--- config.mk ---
export PLATFORM = sky130hd
export DESIGN_NAME = emaa_master_flat
export DESIGN_NICKNAME = d
export VERILOG_FILES = /design/src/emaa_pkg.sv /design/src/emaa_bus_if.sv /design/src/emaa_sync.sv /design/src/emaa_master.sv /design/src/flat_wrapper.sv
export VERILOG_INCLUDE_DIRS = /design/src
export SDC_FILE = /design/constraint.sdc
export NUM_CORES = 1
export LEC_CHECK = 0
export BUFFER_PORTS_ARGS = -buffer_cell sky130_fd_sc_hd__buf_2
export CAP_MARGIN = 20
export CORE_AREA = 2 2 64 126
export CTS_CLUSTER_DIAMETER = 80
export DETAILED_ROUTE_END_ITERATION = 12
export DIE_AREA = 0 0 66 128
export HOLD_SLACK_MARGIN = 0.03
export MAX_ROUTING_LAYER = met4
export SYNTH_ARGS = -nofsm -noshare
export SYNTH_HDL_FRONTEND = slang
export SYNTH_SLANG_ARGS = --single-unit
--- constraint.sdc ---
create_clock -name CLK_SYS -period 1.8 [get_ports CLK_SYS]
set_input_delay 0.36 -clock CLK_SYS [delete_from_list [all_inputs] [get_ports CLK_SYS]]
set_output_delay 0.36 -clock CLK_SYS [all_outputs]
set_load 0.05 [all_outputs]
--- src/emaa_consts.svh ---
// Timing counts and field positions shared by both ends of the master link.
`ifndef EMAA_CONSTS_SVH
`define EMAA_CONSTS_SVH
`define EMAA_CLK_MHZ 100
`define EMAA_BCLK_DIV 4
`define EMAA_RELEASE_BCLKS 64
`define EMAA_REARM_BCLKS 2
`define EMAA_ARB_DELAY_BCLKS 2
`define EMAA_UPPER_LSB 24
`define EMAA_UPPER_MSB 31
`define EMAA_LA_LSB 2
`define EMAA_CNT_W 8
`endif

--- src/emaa_pkg.sv ---
// Types used by the master end of the link and by the bench; the board end uses none of them.
package emaa_pkg;
  typedef logic [31:2] emaa_addr_t;
  typedef logic [3:0] emaa_be_t;
  typedef enum logic [1:0] {
    EMAA_ST_IDLE,
    EMAA_ST_REQ,
    EMAA_ST_OWN,
    EMAA_ST_REARM
  } emaa_mst_e;
endpackage

--- src/emaa_bus_if.sv ---
// Slot bus between the expansion master and the system board.
`timescale 1ns/100ps
interface emaa_bus_if;
  logic bclk;
  logic mreq_n;
  logic mak_n;
  logic [31:2] la_o;
  logic la_oe_n;
  logic [3:0] be_n;
  logic start_n;
  logic cmd_n;
  logic mio;
  logic wr;
  logic lock_n;
  logic irq;
  modport master (
    input bclk,
    input mak_n,
    input cmd_n,
    output mreq_n,
    output la_o,
    output la_oe_n,
    output be_n,
    output start_n,
    output mio,
    output wr,
    output lock_n,
    output irq
  );
  modport board (
    output bclk,
    output mak_n,
    output cmd_n,
    input mreq_n,
    input la_o,
    input la_oe_n,
    input be_n,
    input start_n,
    input mio,
    input wr,
    input lock_n,
    input irq
  );
endinterface

--- src/emaa_sync.sv ---
// Two-flop synchroniser for levels that arrive from the other end.
`timescale 1ns/100ps
module emaa_sync (
  input wire logic CLK_SYS,
  input wire logic RST_N,
  input wire logic d,
  output logic q
);
  logic meta_r;
  always_ff @(posedge CLK_SYS or negedge RST_N) begin
    if (!RST_N) begin
      meta_r <= 1'h1;
      q <= 1'h1;
    end else begin
      meta_r <= d;
      q <= meta_r;
    end
  end
endmodule

--- src/emaa_master.sv ---
// Expansion bus master end: slot request, address drive, lock and interrupt.
// How it works
// - Receiver takes interrupt on rising edge
// - Level mode: receiver sees low level
// - Level mode re-raises if still low
// - Board signals interrupt with edge mode
// - Slaves latch pipelined address themselves
// - Address valid before START, held after
// - DMA/ISA: address one clock before command
// - Slave latches address at START or command
// - ISA slave latches upper lines on BALE
// - Lines 24 to 31 drive inverted
// - LOCK held for indivisible access
// - Drive bus on falling edge after grant
// - Board drops grant after request drops
// - Board drops grant to preempt master
// - Release within 64 clocks of preemption
// - Wait two clocks before re-requesting
`timescale 1ns/100ps
`include "emaa_consts.svh"
module emaa_master
  import emaa_pkg::*;
(
  input wire logic CLK_SYS,
  input wire logic RST_N,
  emaa_bus_if.master BUS,
  input wire logic XFER_REQ,
  input wire emaa_pkg::emaa_addr_t XFER_ADDR,
  input wire emaa_pkg::emaa_be_t XFER_BE,
  input wire logic XFER_MIO,
  input wire logic XFER_WR,
  input wire logic XFER_LOCK,
  input wire logic XFER_DONE,
  input wire logic IRQ_EVENT,
  input wire logic IRQ_SERVICED,
  output logic OWNER,
  output logic PREEMPTED,
  output logic IRQ_PENDING
);
  import emaa_pkg::*;

  logic bclk_s;
  logic bclk_n_s;
  logic mak_n_s;
  logic done_r;
  logic bclk_d_r;
  logic bclk_fall;
  logic bclk_rise;
  emaa_mst_e state_r;
  logic [`EMAA_CNT_W-1:0] cnt_r;
  logic mak_seen_r;
  logic drive_r;
  logic mreq_n_r;
  logic [31:2] la_r;
  logic [3:0] be_n_r;
  logic mio_r;
  logic wr_r;
  logic lock_n_r;
  logic irq_r;

  // Drive the upper address byte with inverted polarity.
  function automatic logic [31:2] la_encode(input logic [31:2] a);
    logic [31:2] r;
    r = a;
    r[`EMAA_UPPER_MSB:`EMAA_UPPER_LSB] = ~a[`EMAA_UPPER_MSB:`EMAA_UPPER_LSB];
    return r;
  endfunction

  // The bus clock idles low but the synchroniser resets high.
  // Carrying the inverse keeps a false bus clock edge from following reset.
  emaa_sync u_sync_bclk (
    .CLK_SYS(CLK_SYS),
    .RST_N(RST_N),
    .d(~BUS.bclk),
    .q(bclk_n_s)
  );
  assign bclk_s = ~bclk_n_s;
  emaa_sync u_sync_mak (
    .CLK_SYS(CLK_SYS),
    .RST_N(RST_N),
    .d(BUS.mak_n),
    .q(mak_n_s)
  );

  always_ff @(posedge CLK_SYS or negedge RST_N) begin
    if (!RST_N) begin
      bclk_d_r <= 1'h0;
    end else begin
      bclk_d_r <= bclk_s;
    end
  end
  assign bclk_fall = bclk_d_r & ~bclk_s;
  assign bclk_rise = ~bclk_d_r & bclk_s;

  // The done pulse may fall between bus clock edges, so it is held until the next rise.
  always_ff @(posedge CLK_SYS or negedge RST_N) begin
    if (!RST_N) begin
      done_r <= 1'h0;
    end else if (XFER_DONE) begin
      done_r <= 1'h1;
    end else if (bclk_rise) begin
      done_r <= 1'h0;
    end
  end

  // Arbitration state; counts are in bus clocks, stepped on rising edges.
  always_ff @(posedge CLK_SYS or negedge RST_N) begin
    if (!RST_N) begin
      state_r <= EMAA_ST_IDLE;
      cnt_r <= 8'h00;
      mreq_n_r <= 1'h1;
      mak_seen_r <= 1'h0;
      PREEMPTED <= 1'h0;
    end else if (bclk_rise) begin
      case (state_r)
        EMAA_ST_IDLE: begin
          PREEMPTED <= 1'h0;
          if (XFER_REQ) begin
            mreq_n_r <= 1'h0;
            state_r <= EMAA_ST_REQ;
          end
        end
        EMAA_ST_REQ: begin
          if (!mak_n_s) begin
            mak_seen_r <= 1'h1;
            state_r <= EMAA_ST_OWN;
            cnt_r <= 8'h00;
          end
        end
        EMAA_ST_OWN: begin
          if (mak_n_s) begin
            PREEMPTED <= 1'h1;
            cnt_r <= cnt_r + 8'h01;
          end
          if (XFER_DONE || done_r || (mak_n_s && cnt_r >= 8'(`EMAA_RELEASE_BCLKS - 2))) begin
            mreq_n_r <= 1'h1;
            mak_seen_r <= 1'h0;
            cnt_r <= 8'h00;
            state_r <= EMAA_ST_REARM;
          end
        end
        EMAA_ST_REARM: begin
          if (cnt_r >= 8'(`EMAA_REARM_BCLKS - 1)) begin
            cnt_r <= 8'h00;
            state_r <= EMAA_ST_IDLE;
          end else begin
            cnt_r <= cnt_r + 8'h01;
          end
        end
        default: begin
          state_r <= EMAA_ST_IDLE;
          mreq_n_r <= 1'h1;
        end
      endcase
    end
  end

  // drive from the falling edge after grant
  always_ff @(posedge CLK_SYS or negedge RST_N) begin
    if (!RST_N) begin
      drive_r <= 1'h0;
    end else if (bclk_fall) begin
      drive_r <= mak_seen_r;
    end
  end

  // address set up before START and held
  always_ff @(posedge CLK_SYS or negedge RST_N) begin
    if (!RST_N) begin
      la_r <= 30'h00000000;
      be_n_r <= 4'hF;
      mio_r <= 1'h0;
      wr_r <= 1'h0;
    end else if (bclk_fall && mak_seen_r && !drive_r) begin
      // address stays put for the whole tenure
      la_r <= la_encode(XFER_ADDR);
      be_n_r <= ~XFER_BE;
      mio_r <= XFER_MIO;
      wr_r <= XFER_WR;
    end
  end

  always_ff @(posedge CLK_SYS or negedge RST_N) begin
    if (!RST_N) begin
      lock_n_r <= 1'h1;
    end else if (bclk_fall) begin
      lock_n_r <= ~(mak_seen_r && XFER_LOCK);
    end
  end

  always_ff @(posedge CLK_SYS or negedge RST_N) begin
    if (!RST_N) begin
      irq_r <= 1'h0;
    end else if (IRQ_EVENT) begin
      irq_r <= 1'h1;
    end else if (IRQ_SERVICED) begin
      irq_r <= 1'h0;
    end
  end

  always_ff @(posedge CLK_SYS or negedge RST_N) begin
    if (!RST_N) begin
      OWNER <= 1'h0;
      IRQ_PENDING <= 1'h0;
    end else begin
      OWNER <= drive_r;
      IRQ_PENDING <= irq_r;
    end
  end

  assign BUS.mreq_n = mreq_n_r;
  assign BUS.la_o = la_r;
  assign BUS.la_oe_n = ~drive_r;
  assign BUS.be_n = be_n_r;
  assign BUS.start_n = 1'h1;
  assign BUS.mio = mio_r;
  assign BUS.wr = wr_r;
  assign BUS.lock_n = lock_n_r;
  assign BUS.irq = irq_r;
endmodule

--- src/flat_wrapper.sv ---
// flat-port wrapper written by rule: the top's interface ports become plain ports
module emaa_master_flat import emaa_pkg::*;
  (CLK_SYS, RST_N, XFER_REQ, XFER_ADDR, XFER_BE, XFER_MIO, XFER_WR, XFER_LOCK, XFER_DONE, IRQ_EVENT, IRQ_SERVICED, OWNER, PREEMPTED, IRQ_PENDING, BUS_bclk, BUS_mak_n, BUS_cmd_n, BUS_mreq_n, BUS_la_o, BUS_la_oe_n, BUS_be_n, BUS_start_n, BUS_mio, BUS_wr, BUS_lock_n, BUS_irq);
  emaa_bus_if BUS_i ();
  input wire logic CLK_SYS;
  input wire logic RST_N;
  input wire logic XFER_REQ;
  input wire emaa_pkg::emaa_addr_t XFER_ADDR;
  input wire emaa_pkg::emaa_be_t XFER_BE;
  input wire logic XFER_MIO;
  input wire logic XFER_WR;
  input wire logic XFER_LOCK;
  input wire logic XFER_DONE;
  input wire logic IRQ_EVENT;
  input wire logic IRQ_SERVICED;
  output logic OWNER;
  output logic PREEMPTED;
  output logic IRQ_PENDING;
  input wire logic [$bits(BUS_i.bclk)-1:0] BUS_bclk;
  input wire logic [$bits(BUS_i.mak_n)-1:0] BUS_mak_n;
  input wire logic [$bits(BUS_i.cmd_n)-1:0] BUS_cmd_n;
  output wire logic [$bits(BUS_i.mreq_n)-1:0] BUS_mreq_n;
  output wire logic [$bits(BUS_i.la_o)-1:0] BUS_la_o;
  output wire logic [$bits(BUS_i.la_oe_n)-1:0] BUS_la_oe_n;
  output wire logic [$bits(BUS_i.be_n)-1:0] BUS_be_n;
  output wire logic [$bits(BUS_i.start_n)-1:0] BUS_start_n;
  output wire logic [$bits(BUS_i.mio)-1:0] BUS_mio;
  output wire logic [$bits(BUS_i.wr)-1:0] BUS_wr;
  output wire logic [$bits(BUS_i.lock_n)-1:0] BUS_lock_n;
  output wire logic [$bits(BUS_i.irq)-1:0] BUS_irq;
  assign BUS_i.bclk = BUS_bclk;
  assign BUS_i.mak_n = BUS_mak_n;
  assign BUS_i.cmd_n = BUS_cmd_n;
  assign BUS_mreq_n = BUS_i.mreq_n;
  assign BUS_la_o = BUS_i.la_o;
  assign BUS_la_oe_n = BUS_i.la_oe_n;
  assign BUS_be_n = BUS_i.be_n;
  assign BUS_start_n = BUS_i.start_n;
  assign BUS_mio = BUS_i.mio;
  assign BUS_wr = BUS_i.wr;
  assign BUS_lock_n = BUS_i.lock_n;
  assign BUS_irq = BUS_i.irq;
  emaa_master u_core (.CLK_SYS(CLK_SYS), .RST_N(RST_N), .BUS(BUS_i), .XFER_REQ(XFER_REQ), .XFER_ADDR(XFER_ADDR), .XFER_BE(XFER_BE), .XFER_MIO(XFER_MIO), .XFER_WR(XFER_WR), .XFER_LOCK(XFER_LOCK), .XFER_DONE(XFER_DONE), .IRQ_EVENT(IRQ_EVENT), .IRQ_SERVICED(IRQ_SERVICED), .OWNER(OWNER), .PREEMPTED(PREEMPTED), .IRQ_PENDING(IRQ_PENDING));
endmodule
# Word-level counts from Yosys, hierarchy flattened
# Cells that the tools add are included.
# totals
output_inout_bits	44
reg_bits	60
wordCells	81
# op_classes
add_sub_neg	1
n_bitwise	9
n_reduce_logical	18
n_mux	22
magnitude_cmp	2
n_eq_ne	9
# ops
operator	n
8-bit two-way mux	4
8-bit one-hot mux with 3 select lines	1
4-bit AND reduction	3
1-bit two-way mux	9
8-bit by 1-bit adder with 8-bit output (second input constant)	1
8-bit by 1-bit greater-or-equal comparator with 1-bit output (second input constant)	1
8-bit by 6-bit greater-or-equal comparator with 1-bit output (second input constant)	1
2-bit two-way mux	4
8-bit inverter	1
2-bit one-hot mux with 4 select lines	1
2-bit nonzero test	4
2-bit inequality test (second input constant)	3
1-bit one-hot mux with 2 select lines	3
1-bit inverter	5
5-bit AND reduction	1
2-bit equality test (second input constant)	2
1-bit logical AND	4
2-bit by 1-bit inequality test with 1-bit output (second input constant)	2
4-bit inverter	1
3-bit by 2-bit inequality test with 1-bit output (second input constant)	1
3-bit AND reduction	1
3-bit nonzero test	1
1-bit bitwise AND	2
2-bit by 1-bit equality test with 1-bit output (second input constant)	1
other kinds (3)	4

# Depth between registers and ports, before layout
# Gate-level depths: netlist (run 1).
# depth
ltp_word	5
depth_mapped	7

# Cells and area by module
# Synthesis (run 1) repeated with hierarchy kept, for this count alone.
# hier_totals
hier_cells	201
area_unflattened_um2	2467.4
# by_module_without_submodules
module	cells_per_inst	instances	seq_area_each_um2	area_each_um2
emaa_master	197	1	1408.9	2362.3
emaa_sync	2	2	52.6	52.6

# Worst setup path before layout (run 1)
# Ideal clock, no wire load.
# synth_path
path_kind	flip-flop to flip-flop
from	register u_core.state_r[0]
to	register u_core.cnt_r[2]
arrival_time_ns	1.696
stages_incl_launch_ff	8
period_less_slack_ns	1.822
slack_ns	-0.022
cell_sequence	dfrtp_1 inv_1 ha_1 or4b_1 nand3b_2 buf_6 a21oi_4 a221o_1
# synth_via
elab_chain_len	3
# synth_lines
element	line_no	source
start: declaration	emaa_master.sv:49	emaa_mst_e state_r;
start signal: assignment	emaa_master.sv:109	state_r <= EMAA_ST_IDLE;
start signal: assignment	emaa_master.sv:120	state_r <= EMAA_ST_REQ;
start signal: assignment	emaa_master.sv:126	state_r <= EMAA_ST_OWN;
2-bit equality test or 2-bit by 1-bit equality test with 1-bit output (tied branches)	emaa_master.sv:115	case (state_r)
3-bit by 2-bit inequality test with 1-bit output (no line) (tied with other cells)	n/a	
4-bit AND reduction (no line)	n/a	
end signal: assignment	emaa_master.sv:133	cnt_r <= cnt_r + 8'h01;
end signal: assignment	emaa_master.sv:147	cnt_r <= cnt_r + 8'h01;
end: declaration	emaa_master.sv:50	logic [`EMAA_CNT_W-1:0] cnt_r;
# Parallel ways exist; a longest one is shown, timed or not.
# A chain may end at the register's enable or synchronous reset.

# Worst setup path after layout (run 1)
# Ends and elaborated chain as after synthesis.

==> results of run 1 <==
==> metal layers <==
| layer | vias up | share of wire (%) |
|---|---|---|
| li1 | 901 | - |
| met5 | - | 0 |
| met1 | 925 | 35 |
| met4 | 0 | 3.1 |
| met3 | 11 | 4.8 |
| met2 | 55 | 57 |
==> worst max-delay path by stage <==
stage	to	slack (ps)	depth (start not counted)
after floorplan	u_core.cnt_r[2]	9	7
after global placement	u_core.cnt_r[2]	-2	6
after detailed placement	u_core.cnt_r[4]	-30	6
after CTS	u_core.cnt_r[4]	20	6
after global routing	u_core.cnt_r[5]	-50	6
final	u_core.cnt_r[2]	20	6
==> cells in the mapped netlist (2+ instances only) <==
cell and instances:
a21o_1 2, a21oi_1 4, a221o_1 2, a31oi_1 3, and2_1 2, and3_1 2
clkbuf_1 4, dfrtp_1 50, dfstp_2 10, ha_1 8, inv_1 10, mux2_1 6
mux2_2 21, nand2_1 17, nand2b_1 2, nand3_1 7, nand4_2 2, nor2_1 5
nor3b_1 2, o211ai_1 2, o21ai_0 14, o21ai_1 2, or3_1 2
==> worst register-to-register path, cell delays in order (launching register included) <==
cell	delay, ps
dfrtp_1	430
inv_2	100
ha_4	150
or4b_4	480
nand3b_4	150
a21oi_4	60
a221o_1	290
==> flip-flops by register name (all words and copies together) (netlist names) <==
name,flops
u_core.IRQ_PENDING,1
u_core.u_sync_bclk.meta_r,1
u_core.BUS.be_n,4
u_core.BUS.irq,1
u_core.PREEMPTED,1
u_core.BUS.mio,1
u_core.BUS.la_o,30
u_core.u_sync_mak.q,1
u_core.BUS.mreq_n,1
u_core.OWNER,1
u_core.u_sync_bclk.q,1
u_core.state_r,2
u_core.u_sync_mak.meta_r,1
u_core.bclk_d_r,1
u_core.mak_seen_r,1
u_core.drive_r,1
u_core.cnt_r,8
u_core.done_r,1
u_core.BUS.lock_n,1
u_core.BUS.wr,1
==> per-stage QoR <==
step / setup TNS (ps) / util, % / power, W / area, um^2 / hold WS, ps
floorplan: 0 / - / 0.004562 / 2525 / 64.41
global placement: -2.641 / 42.01 / 0.005383 / 3169 / 346.3
detailed placement: -107.3 / 42.01 / 0.005440 / 3169 / 348.4
CTS: 0 / 46.00 / 0.007085 / 3471 / 40.92
global route: -175.5 / 47.21 / 0.007548 / 3562 / 58.57
finish: 0 / 47.21 / 0.007165 / 3562 / 30.04
==> cell families after synthesis <==
logic type      count (synthesis)  synth area share [%]
buf+inv                        17                 3.026
flops                          60                 60.02
other cells                     1                0.1487
mux                            28                 12.45
compound gates                 35                 9.722
fa+ha+maj                       8                 3.968
simple gates                   48                 10.66
==> area by class of cell <==
class / count / area [um^2]
Clock inverter: 4 / 25.02
Inverter: 10 / 37.54
Sequential cell: 60 / 1515
Fill cell: 741 / 3983
Timing Repair Buffer: 105 / 599.3
Multi-Input combinational cell: 120 / 1011
Tap cell: 94 / 117.6
Clock buffer: 12 / 256.5
==> report_power, final <==
| group | switching (W) | leakage [nW] | internal [W] | total [W] |
|---|---|---|---|---|
| combinational | 0.00239 | 0.876 | 0.00102 | 0.00341 |
| sequential | 0.000275 | 0.709 | 0.00191 | 0.00218 |
| clock | 0.000575 | 0.135 | 0.000999 | 0.00157 |
| total | 0.00324 | 1.72 | 0.00393 | 0.00716 |
==> repair_timing <==
action                     4_1_cts  5_1_grt
pin swaps                        1        9
buffers inserted                 0        4
setup endpoints to repair        4        8
resized for setup                3       12
==> impl_results.md, run 1 <==
* Synth area leaders: dfrtp_1 50%, dfstp_2 10%, mux2_2 9.4%
* Fmax achieved at 561.0 MHz
* # setup viols final at 0
* Vias in the first global route at 2049
* Yosys warns at 0
* Worst reg2reg path endpoint: u_core.cnt_r[2]
* Die Ht at 128 um
* Area leader, netlist: dfrtp_1
* Layout cells sized above 1 at 53.70%
* Seq/Total Area, Yosys at 60.02%
* Top-area cell type share of the netlist area at 49.60%
* Mapped Cells at 197
* Clock Pin Slew Worst Setup and Hold Paths at 50 ps
* Final ANT Viol Nets at 0
* Max-cap violations at 0
* GR Util All Layers at 15.64%
* Final period util at 99.04%
* Ys flop type: dfrtp_1
* P&R area growth vs syn at 41.22%
* RSZ-0062 raised after global routing: yes
* Met1 usage at 15.50%
* R2R cell count at 6
* Worst setup margin at 17.32 ps
* Startpoint class of the critical path: flop
* Initial core utilization at 33.43%
* Asr flop ratio synth at 100.0%
* Crit path kind: flop to flop
* RR Startpoint: u_core.state_r[0]
* CTS buffer count at 9
* Vias/cell at 4.672
* WL final at 5689 um
* Detailed-route via count at 1892
* Non-Filler Instances at 405
* Worst setup EP type: flop
* H-tree depth at 3
* 1st-iter DRT viols at 22
* Post-layout min period at 1783 ps
* Max rail drop VDD at 985.9 uV
* Commonest non-fill, non-tap cell in the layout: buf_2
* Final Hold Viols at 0
* CTS Buffer Depth at 2
* Clock latency on the worst-skew pair at 320 ps
* Lkg Pwr at 1.719 nW
* M3 GR Usage at 3.687%
* DRC viols at 0
* Initial antenna violation count at 0
* Slowest CP cell: or4b_4
* Worst Setup SP: u_core.state_r[0]
* CP arrival at 1990 ps
* Hold Crit Class: input port to asynchronous set/reset pin
* # hold bufs at CTS at 0
* Post-synthesis register bit count at 60
* Mapped Area at 2522 um^2
* Number of enable flip-flop cells after synthesis at 0
* Syn_area_per_cell at 12.80 um^2
* Final Slew Violations at 0
* Antenna fix cells at 0
* Worst Tran Pin Value at 498.8 ps
* Outcome: completed
* WL/cell at 14.05 um
* Largest net degree at the start of global routing at 61
* I/O pin count at 90
* Gr ovfl total at 0
* Slew HR at 66.39%
* Detail Placement HPWL at 4051 um
* Most frequent cells in the layout: 87 x buf_2, 49 x dfrtp_1, 21 x mux2_2, 17 x nand2_1, 15 x buf_4
* Clock sinks at 60
* Mapped Nets at 251
* # port buffers at 87
* Final GP Congestion at 0.7606
* Drt first pass iters at 4
* Die X at 66 um
* CP Data Required Time at 2000 ps
* GR peak layer: met2
* Critical Path, Cell by Cell: inv_2 -> ha_4 -> or4b_4 -> nand3b_4 -> a21oi_4 -> a221o_1
* First-pass GRT wire length at 9508 um
* Die Area at 8448 um^2
* Area of the core at 7545 um^2
* Netlist cell types at 41
* Skew final at 4.862 ps
* CTS tree: yes
* # nets final at 360
* Root buf cell: clkbuf_16
* CP delay by family, top: simple AND/OR/NAND/NOR gates
* PD cells at 2011 nW/um^2
* M2 GR Usage at 26.92%
* # placed instances at 385
* Flop2flop setup slack at 20 ps
* Worst Path Buf+Inv at 1
* Rows at 45
* Place WS at -32.37 ps
* Slowest stage delay, CP at 480 ps
* CP Max Fanout at 8
Power figures use the tool's default switching activity.
==> run 2: changes to the inputs <==
--- a/config.mk
+++ b/config.mk
@@ -8,10 +8,10 @@
 export LEC_CHECK = 0
 export BUFFER_PORTS_ARGS = -buffer_cell sky130_fd_sc_hd__buf_2
 export CAP_MARGIN = 20
-export CORE_AREA = 2 2 64 126
+export CORE_AREA = 2 2 68 135
 export CTS_CLUSTER_DIAMETER = 80
 export DETAILED_ROUTE_END_ITERATION = 12
-export DIE_AREA = 0 0 66 128
+export DIE_AREA = 0 0 70 137
 export HOLD_SLACK_MARGIN = 0.03
 export MAX_ROUTING_LAYER = met4
 export SYNTH_ARGS = -nofsm -noshare
==> run 2 against run 1 <==
Global-route usage is 2.6 points lower. Sequential power barely moved. Clock power increased by 10%. Maximum frequency is 1.6% higher. Clock-buffer cell count unchanged. Register-to-register slack gained 30 ps. Sequential share of layout area shrank 0.24 points. Combinational power down 2%. Cell area grew 0.49%. Clock skew about the same. Critical endpoint unchanged. Largest cell class unchanged.
==> impl_results.md, run 2 (synthesized netlist as in run 1, its figures left out) <==
* Internal Power at 0.004046 W (+3.0%)
* Rows at 48 (+6.7%)
* Clock sinks at 60 (unchanged)
* Initial antenna violation count at 0 (unchanged)
* Startpoint class of the critical path: flop
* Lkg Pwr at 1.734 nW (+0.88%)
* Max reg flops at 30 (unchanged)
* Area of the core at 8528 um^2 (+13%)
* WL/cell at 13.97 um (-0.54%)
* Post-layout min period at 1754 ps (-28.87 ps)
* P&R area growth vs syn at 41.91%
* Crit path kind: flop to flop
* R2R cell count at 6 (unchanged)
* Outcome: completed
* Max-cap violations at 0 (unchanged)
* Fmax achieved at 570.2 MHz (+1.6%)
* Initial core utilization at 29.58% (-3.9 points)
* Layout cells sized above 1 at 53.02% (-0.68 points)
* Detail Placement HPWL at 4256 um (+5.1%)
* Critical Path, Cell by Cell: inv_2 -> ha_4 -> or4b_4 -> nand3b_4 -> a21oi_4 -> a221o_1
* # nets final at 364 (+1.1%)
* Clock latency on the worst-skew pair at 320 ps (about the same)
* Skew final at 4.456 ps (-0.4062 ps)
* Setup total negative slack at 0 ps (unchanged)
* Hold Crit Class: input port to asynchronous set/reset pin
* Clock Pin Slew Worst Setup and Hold Paths at 50 ps (about the same)
* Largest net degree at the start of global routing at 61 (unchanged)
* Post-layout instance area at 3580 um^2 (+0.49%)
* Die X at 70 um (+6.1%)
* # setup viols final at 0 (unchanged)
* Gr ovfl total at 0 (unchanged)
* CP Data Required Time at 2010 ps (about the same)
* H-tree depth at 3 (unchanged)
* Final ANT Viol Nets at 0 (unchanged)
* Final Slew Violations at 0 (unchanged)
* Switching power share of the total at 44.21% (-0.96 points)
* Final Hold Viols at 0 (unchanged)
* Flop2flop setup slack at 50 ps (+30 ps)
* # hold bufs at CTS at 0 (unchanged)
* Area after DPL at 3214 um^2 (+1.4%)
* 1st-iter DRT viols at 63 (+190%)
* CTS tree: yes
* CP delay by family, top: simple AND/OR/NAND/NOR gates
* Commonest non-fill, non-tap cell in the layout: buf_2
* Worst hold margin at 30.30 ps (+0.2620 ps)
* Net Switching at 0.003206 W (-0.93%)
* Max rail drop VDD at 1112 uV (+13%)
* Root buf cell: clkbuf_16
* I/O pin count at 90 (unchanged)
* Slowest CP cell: or4b_4
* CTS Buffer Depth at 2 (unchanged)
* Drt first pass iters at 4 (unchanged)
* Seq pwr share at 29.9% (-0.6 points)
* Die Area at 9590 um^2 (+14%)
* CP Max Fanout at 7 (-1)
* Antenna fix cells at 0 (unchanged)
* WL final at 5798 um (+1.9%)
* Worst path depth at 6 (unchanged)
* DRC viols at 0 (unchanged)
* Vias in the first global route at 2000 (-2.4%)
* Final period util at 97.43% (-1.6 points)
* # port buffers at 87 (unchanged)
* CTS buffer count at 9 (unchanged)
* GR Util All Layers at 13.06% (-2.6 points)
* First-pass GRT wire length at 9239 um (-2.8%)
* Die Ht at 137 um (+7.0%)
* Most frequent cells in the layout: 87 x buf_2, 50 x dfrtp_1, 21 x mux2_2, 20 x buf_4, 17 x nand2_1
* Final GP Congestion at 0.7824 (+2.9%)
* PD cells at 2026 nW/um^2 (+0.73%)
* Gate power share at 46.2% (-1.3 points)
* Slowest stage delay, CP at 470 ps (about the same)
* Vias/cell at 4.629 (-0.91%)
* Clock Power Share at 23.8% (+1.8 points)
* Worst setup EP type: flop
* CP arrival at 1960 ps (-30 ps)
* Worst Path Buf+Inv at 1 (unchanged)
* Detailed-route via count at 1921 (+1.5%)
==> run 2: metal layers <==
metal | track usage [%] | wire (um)
met5 | - | 0
met4 | 8.440 | 207
met3 | 3.829 | 210
met2 | 22.54 | 3359
met1 | 12.55 | 2021
==> run 2: path summary, 6_finish.rpt <==
kind	startpoint	to
min reg2reg	u_core.u_sync_mak.meta_r	u_core.u_sync_mak.q
max reg2reg	u_core.state_r[0]	u_core.cnt_r[2]
max	u_core.state_r[0]	u_core.cnt_r[2]
min	RST_N	u_core.BUS.la_o[5]
min in group CLK_SYS	BUS_mak_n	u_core.u_sync_mak.meta_r
max in group asynchronous	RST_N	u_core.BUS.be_n[3]
==> run 2: layout make-up <==
type                       instances  area, um^2
clock buffer                      12       256.5
clock inverter                     4       47.55
fill                             822        4949
inverter                          10       37.54
multi-input combinational        120       973.4
sequential                        60        1514
tap                              100       125.1
timing repair buffer             109       625.6
==> run 2: what timing repair did <==
item,4_1_cts,5_1_grt
resized for setup,2,5
buffers inserted,0,3
pin swaps,0,2
endpoints found under the setup margin,3,7
==> run 2: power by group through the flow <==
stage               Sequential (W)  Clock [W]  Combinational, W
floorplan                  0.00378          0          0.000782
global placement           0.00217          0           0.00324
detailed placement         0.00219          0           0.00330
CTS                        0.00218    0.00178           0.00331
global route               0.00224    0.00184           0.00354
finish                     0.00217    0.00173           0.00335
==> run 2: through the flow <==
step,util [%],worst slack [ps],cells,power (W)
5_1_grt,41.97,-17.54,415,0.007619
4_1_cts,41.40,0.5409,412,0.007269
6_report,41.97,46.19,415,0.007252
3_5_place_dp,37.69,-39.66,396,0.005487
3_3_place_gp,37.69,-9.167,396,0.005415
2_1_floorplan,-,8.815,197,0.004562
==> run 2: worst reg2reg max path, delay by kind of cell, from the launching register on <==
kind	cells	cell delay (ps)
compound gates	2	350
fa+ha+maj	1	150
buf+inv	1	100
flops	1	410
simple gates	2	620
==> run 3: changes to the inputs <==
--- a/config.mk
+++ b/config.mk
@@ -8,12 +8,13 @@
 export LEC_CHECK = 0
 export BUFFER_PORTS_ARGS = -buffer_cell sky130_fd_sc_hd__buf_2
 export CAP_MARGIN = 20
-export CORE_AREA = 2 2 68 135
+export CORE_AREA = 2 2 57 113
 export CTS_CLUSTER_DIAMETER = 80
 export DETAILED_ROUTE_END_ITERATION = 12
-export DIE_AREA = 0 0 70 137
+export DIE_AREA = 0 0 59 115
 export HOLD_SLACK_MARGIN = 0.03
 export MAX_ROUTING_LAYER = met4
+export PLACE_DENSITY = 0.73
 export SYNTH_ARGS = -nofsm -noshare
 export SYNTH_HDL_FRONTEND = slang
 export SYNTH_SLANG_ARGS = --single-unit
==> run 3 against run 2 <==
Critical path depth is the same. Worst setup slack lost 25 ps. Clock skew grew 2.8 ps. Combinational power is essentially flat. Sequential share of layout area grew 1.3 points. Maximum frequency shrank 1.4%. Global-route usage grew 4.5 points. Worst hold slack gained 4.1 ps. Via count shrank 0.78%. Non-clock buffer count shrank 4. Register-to-register slack lost 30 ps.
==> impl_results.md, run 3 (synthesized netlist as in run 1, its figures left out) <==
* Worst setup EP type: flop
* Max rail drop VDD at 1163 uV (+4.6%)
* 1st-iter DRT viols at 90 (+43%)
* # nets final at 361 (-0.82%)
* PD cells at 2010 nW/um^2 (-0.78%)
* Worst hold margin at 34.45 ps (+4.147 ps)
* CTS tree: yes
* Slowest stage delay, CP at 480 ps (about the same)
* Gr ovfl total at 0 (unchanged)
* Vias in the first global route at 1953 (-2.4%)
* Total power at 0.006995 W (-3.6%)
* Detailed-route via count at 1906 (-0.78%)
* Max-cap violations at 0 (unchanged)
* Clock latency on the worst-skew pair at 320 ps (about the same)
* Die Ht at 115 um (-16%)
* Skew final at 7.236 ps (+2.780 ps)
* Critical Path, Cell by Cell: inv_2 -> ha_4 -> or4b_4 -> nand3b_4 -> a21oi_4 -> a221o_1
* Final period util at 98.84% (+1.4 points)
* CP delay by family, top: simple AND/OR/NAND/NOR gates
* Startpoint class of the critical path: flop
* I/O pin count at 90 (unchanged)
* Initial antenna violation count at 0 (unchanged)
* Die Area at 6785 um^2 (-29%)
* Root buf cell: clkbuf_16
* Fmax achieved at 562.1 MHz (-1.4%)
* # setup viols final at 0 (unchanged)
* Commonest non-fill, non-tap cell in the layout: buf_2
* Final Slew Violations at 0 (unchanged)
* Most frequent cells in the layout: 87 x buf_2, 49 x dfrtp_1, 20 x mux2_2, 17 x nand2_1, 16 x buf_4
* DRC viols at 0 (unchanged)
* Detail Placement HPWL at 3847 um (-9.6%)
* Die X at 59 um (-16%)
* P&R area growth vs syn at 37.95%
* Clock Pin Slew Worst Setup and Hold Paths at 50 ps (about the same)
* First-pass GRT wire length at 8687 um (-6.0%)
* Vias/cell at 5.083 (+9.8%)
* Place WS at -64.60 ps (-24.94 ps)
* Worst setup margin at 20.96 ps (-25.23 ps)
* WL/cell at 14.02 um (+0.34%)
* Max reg flops at 30 (unchanged)
* Clock sinks at 60 (unchanged)
* Outcome: completed
* CTS Buffer Depth at 2 (unchanged)
* RSZ-0062 raised after global routing: yes
* Crit path kind: flop to flop
* GR Util All Layers at 17.59% (+4.5 points)
* Initial core utilization at 42.71% (+13 points)
* Lkg Pwr at 1.699 nW (-2.0%)
* Worst Path Buf+Inv at 1 (unchanged)
* CP Data Required Time at 2000 ps (about the same)
* # port buffers at 87 (unchanged)
* Final GP Congestion at 0.7863 (+0.50%)
* Flop2flop setup slack at 20 ps (-30 ps)
* Post-layout min period at 1779 ps (+25.23 ps)
* Final ANT Viol Nets at 0 (unchanged)
* Util after Layout at 58.92% (+17 points)
* CP arrival at 1980 ps (+20 ps)
* Layout cells sized above 1 at 52.56% (-0.45 points)
* Rows at 40 (-17%)
* H-tree depth at 3 (unchanged)
* Slowest CP cell: or4b_4
* WL final at 5257 um (-9.3%)
* Drt first pass iters at 4 (unchanged)
* Largest net degree at the start of global routing at 61 (unchanged)
* Antenna fix cells at 0 (unchanged)
* CTS buffer count at 9 (unchanged)
* CP Max Fanout at 5 (-2)
* Area of the core at 5906 um^2 (-31%)
* Hold Crit Class: input port to asynchronous set/reset pin
* Final Hold Viols at 0 (unchanged)
-- run 3: worst paths after layout --
kind,startpoint,endpoint,depth (start not counted)
max,u_core.state_r[0],u_core.cnt_r[5],6
min,RST_N,u_core.cnt_r[0],2
max reg2reg,u_core.state_r[0],u_core.cnt_r[5],6
min reg2reg,u_core.u_sync_bclk.meta_r,u_core.u_sync_bclk.q,0
max in group asynchronous,RST_N,u_core.BUS.be_n[2],2
min in group CLK_SYS,BUS_mak_n,u_core.u_sync_mak.meta_r,1
-- run 3: what timing repair did --
| item | 4_1_cts | 5_1_grt |
|---|---|---|
| gates resized for setup | 3 | 9 |
| hold buffers | 0 | 0 |
| pin swaps | 1 | 8 |
| setup endpoints to repair | 6 | 8 |
| cloned | 1 | 0 |
| hold endpoints to repair | 0 | 0 |
| buffers inserted | 3 | 3 |
-- run 3: cell type report --
cell class                      instances  area [um^2]
Inverter                               10        37.54
Fill cell                             494         2426
Tap cell                               63        78.83
Clock inverter                          5        30.03
Clock buffer                           11        232.7
Sequential cell                        60         1515
Timing Repair Buffer                  105        586.8
Multi-Input combinational cell        121        998.5
-- run 3: per-stage QoR --
step | instances | TNS (ps) | instance area (um^2)
floorplan | 197 | 0 | 2525
global placement | 352 | 0 | 3103
detailed placement | 352 | -242.7 | 3103
CTS | 372 | 0 | 3420
global route | 375 | -108.9 | 3480
finish | 375 | 0 | 3480
-- run 3: power breakdown --
| part | internal [W] | leakage (nW) | switching [W] | total [W] |
|---|---|---|---|---|
| clock | 0.000920 | 0.125 | 0.000549 | 0.00147 |
| combinational | 0.000978 | 0.864 | 0.00236 | 0.00333 |
| sequential | 0.00191 | 0.709 | 0.000279 | 0.00219 |
| total | 0.00381 | 1.70 | 0.00318 | 0.00699 |
-- run 3: metal layers --
metal | vias to the layer above | global-route usage [%] | wire length (um) | share of wire [%]
li1 | 913 | - | - | -
met1 | 899 | 21.13 | 2161 | 41
met2 | 85 | 26.00 | 2539 | 48
met3 | 9 | 6.074 | 433 | 8.2
met4 | 0 | 8.636 | 123 | 2.3
met5 | - | - | 0 | 0
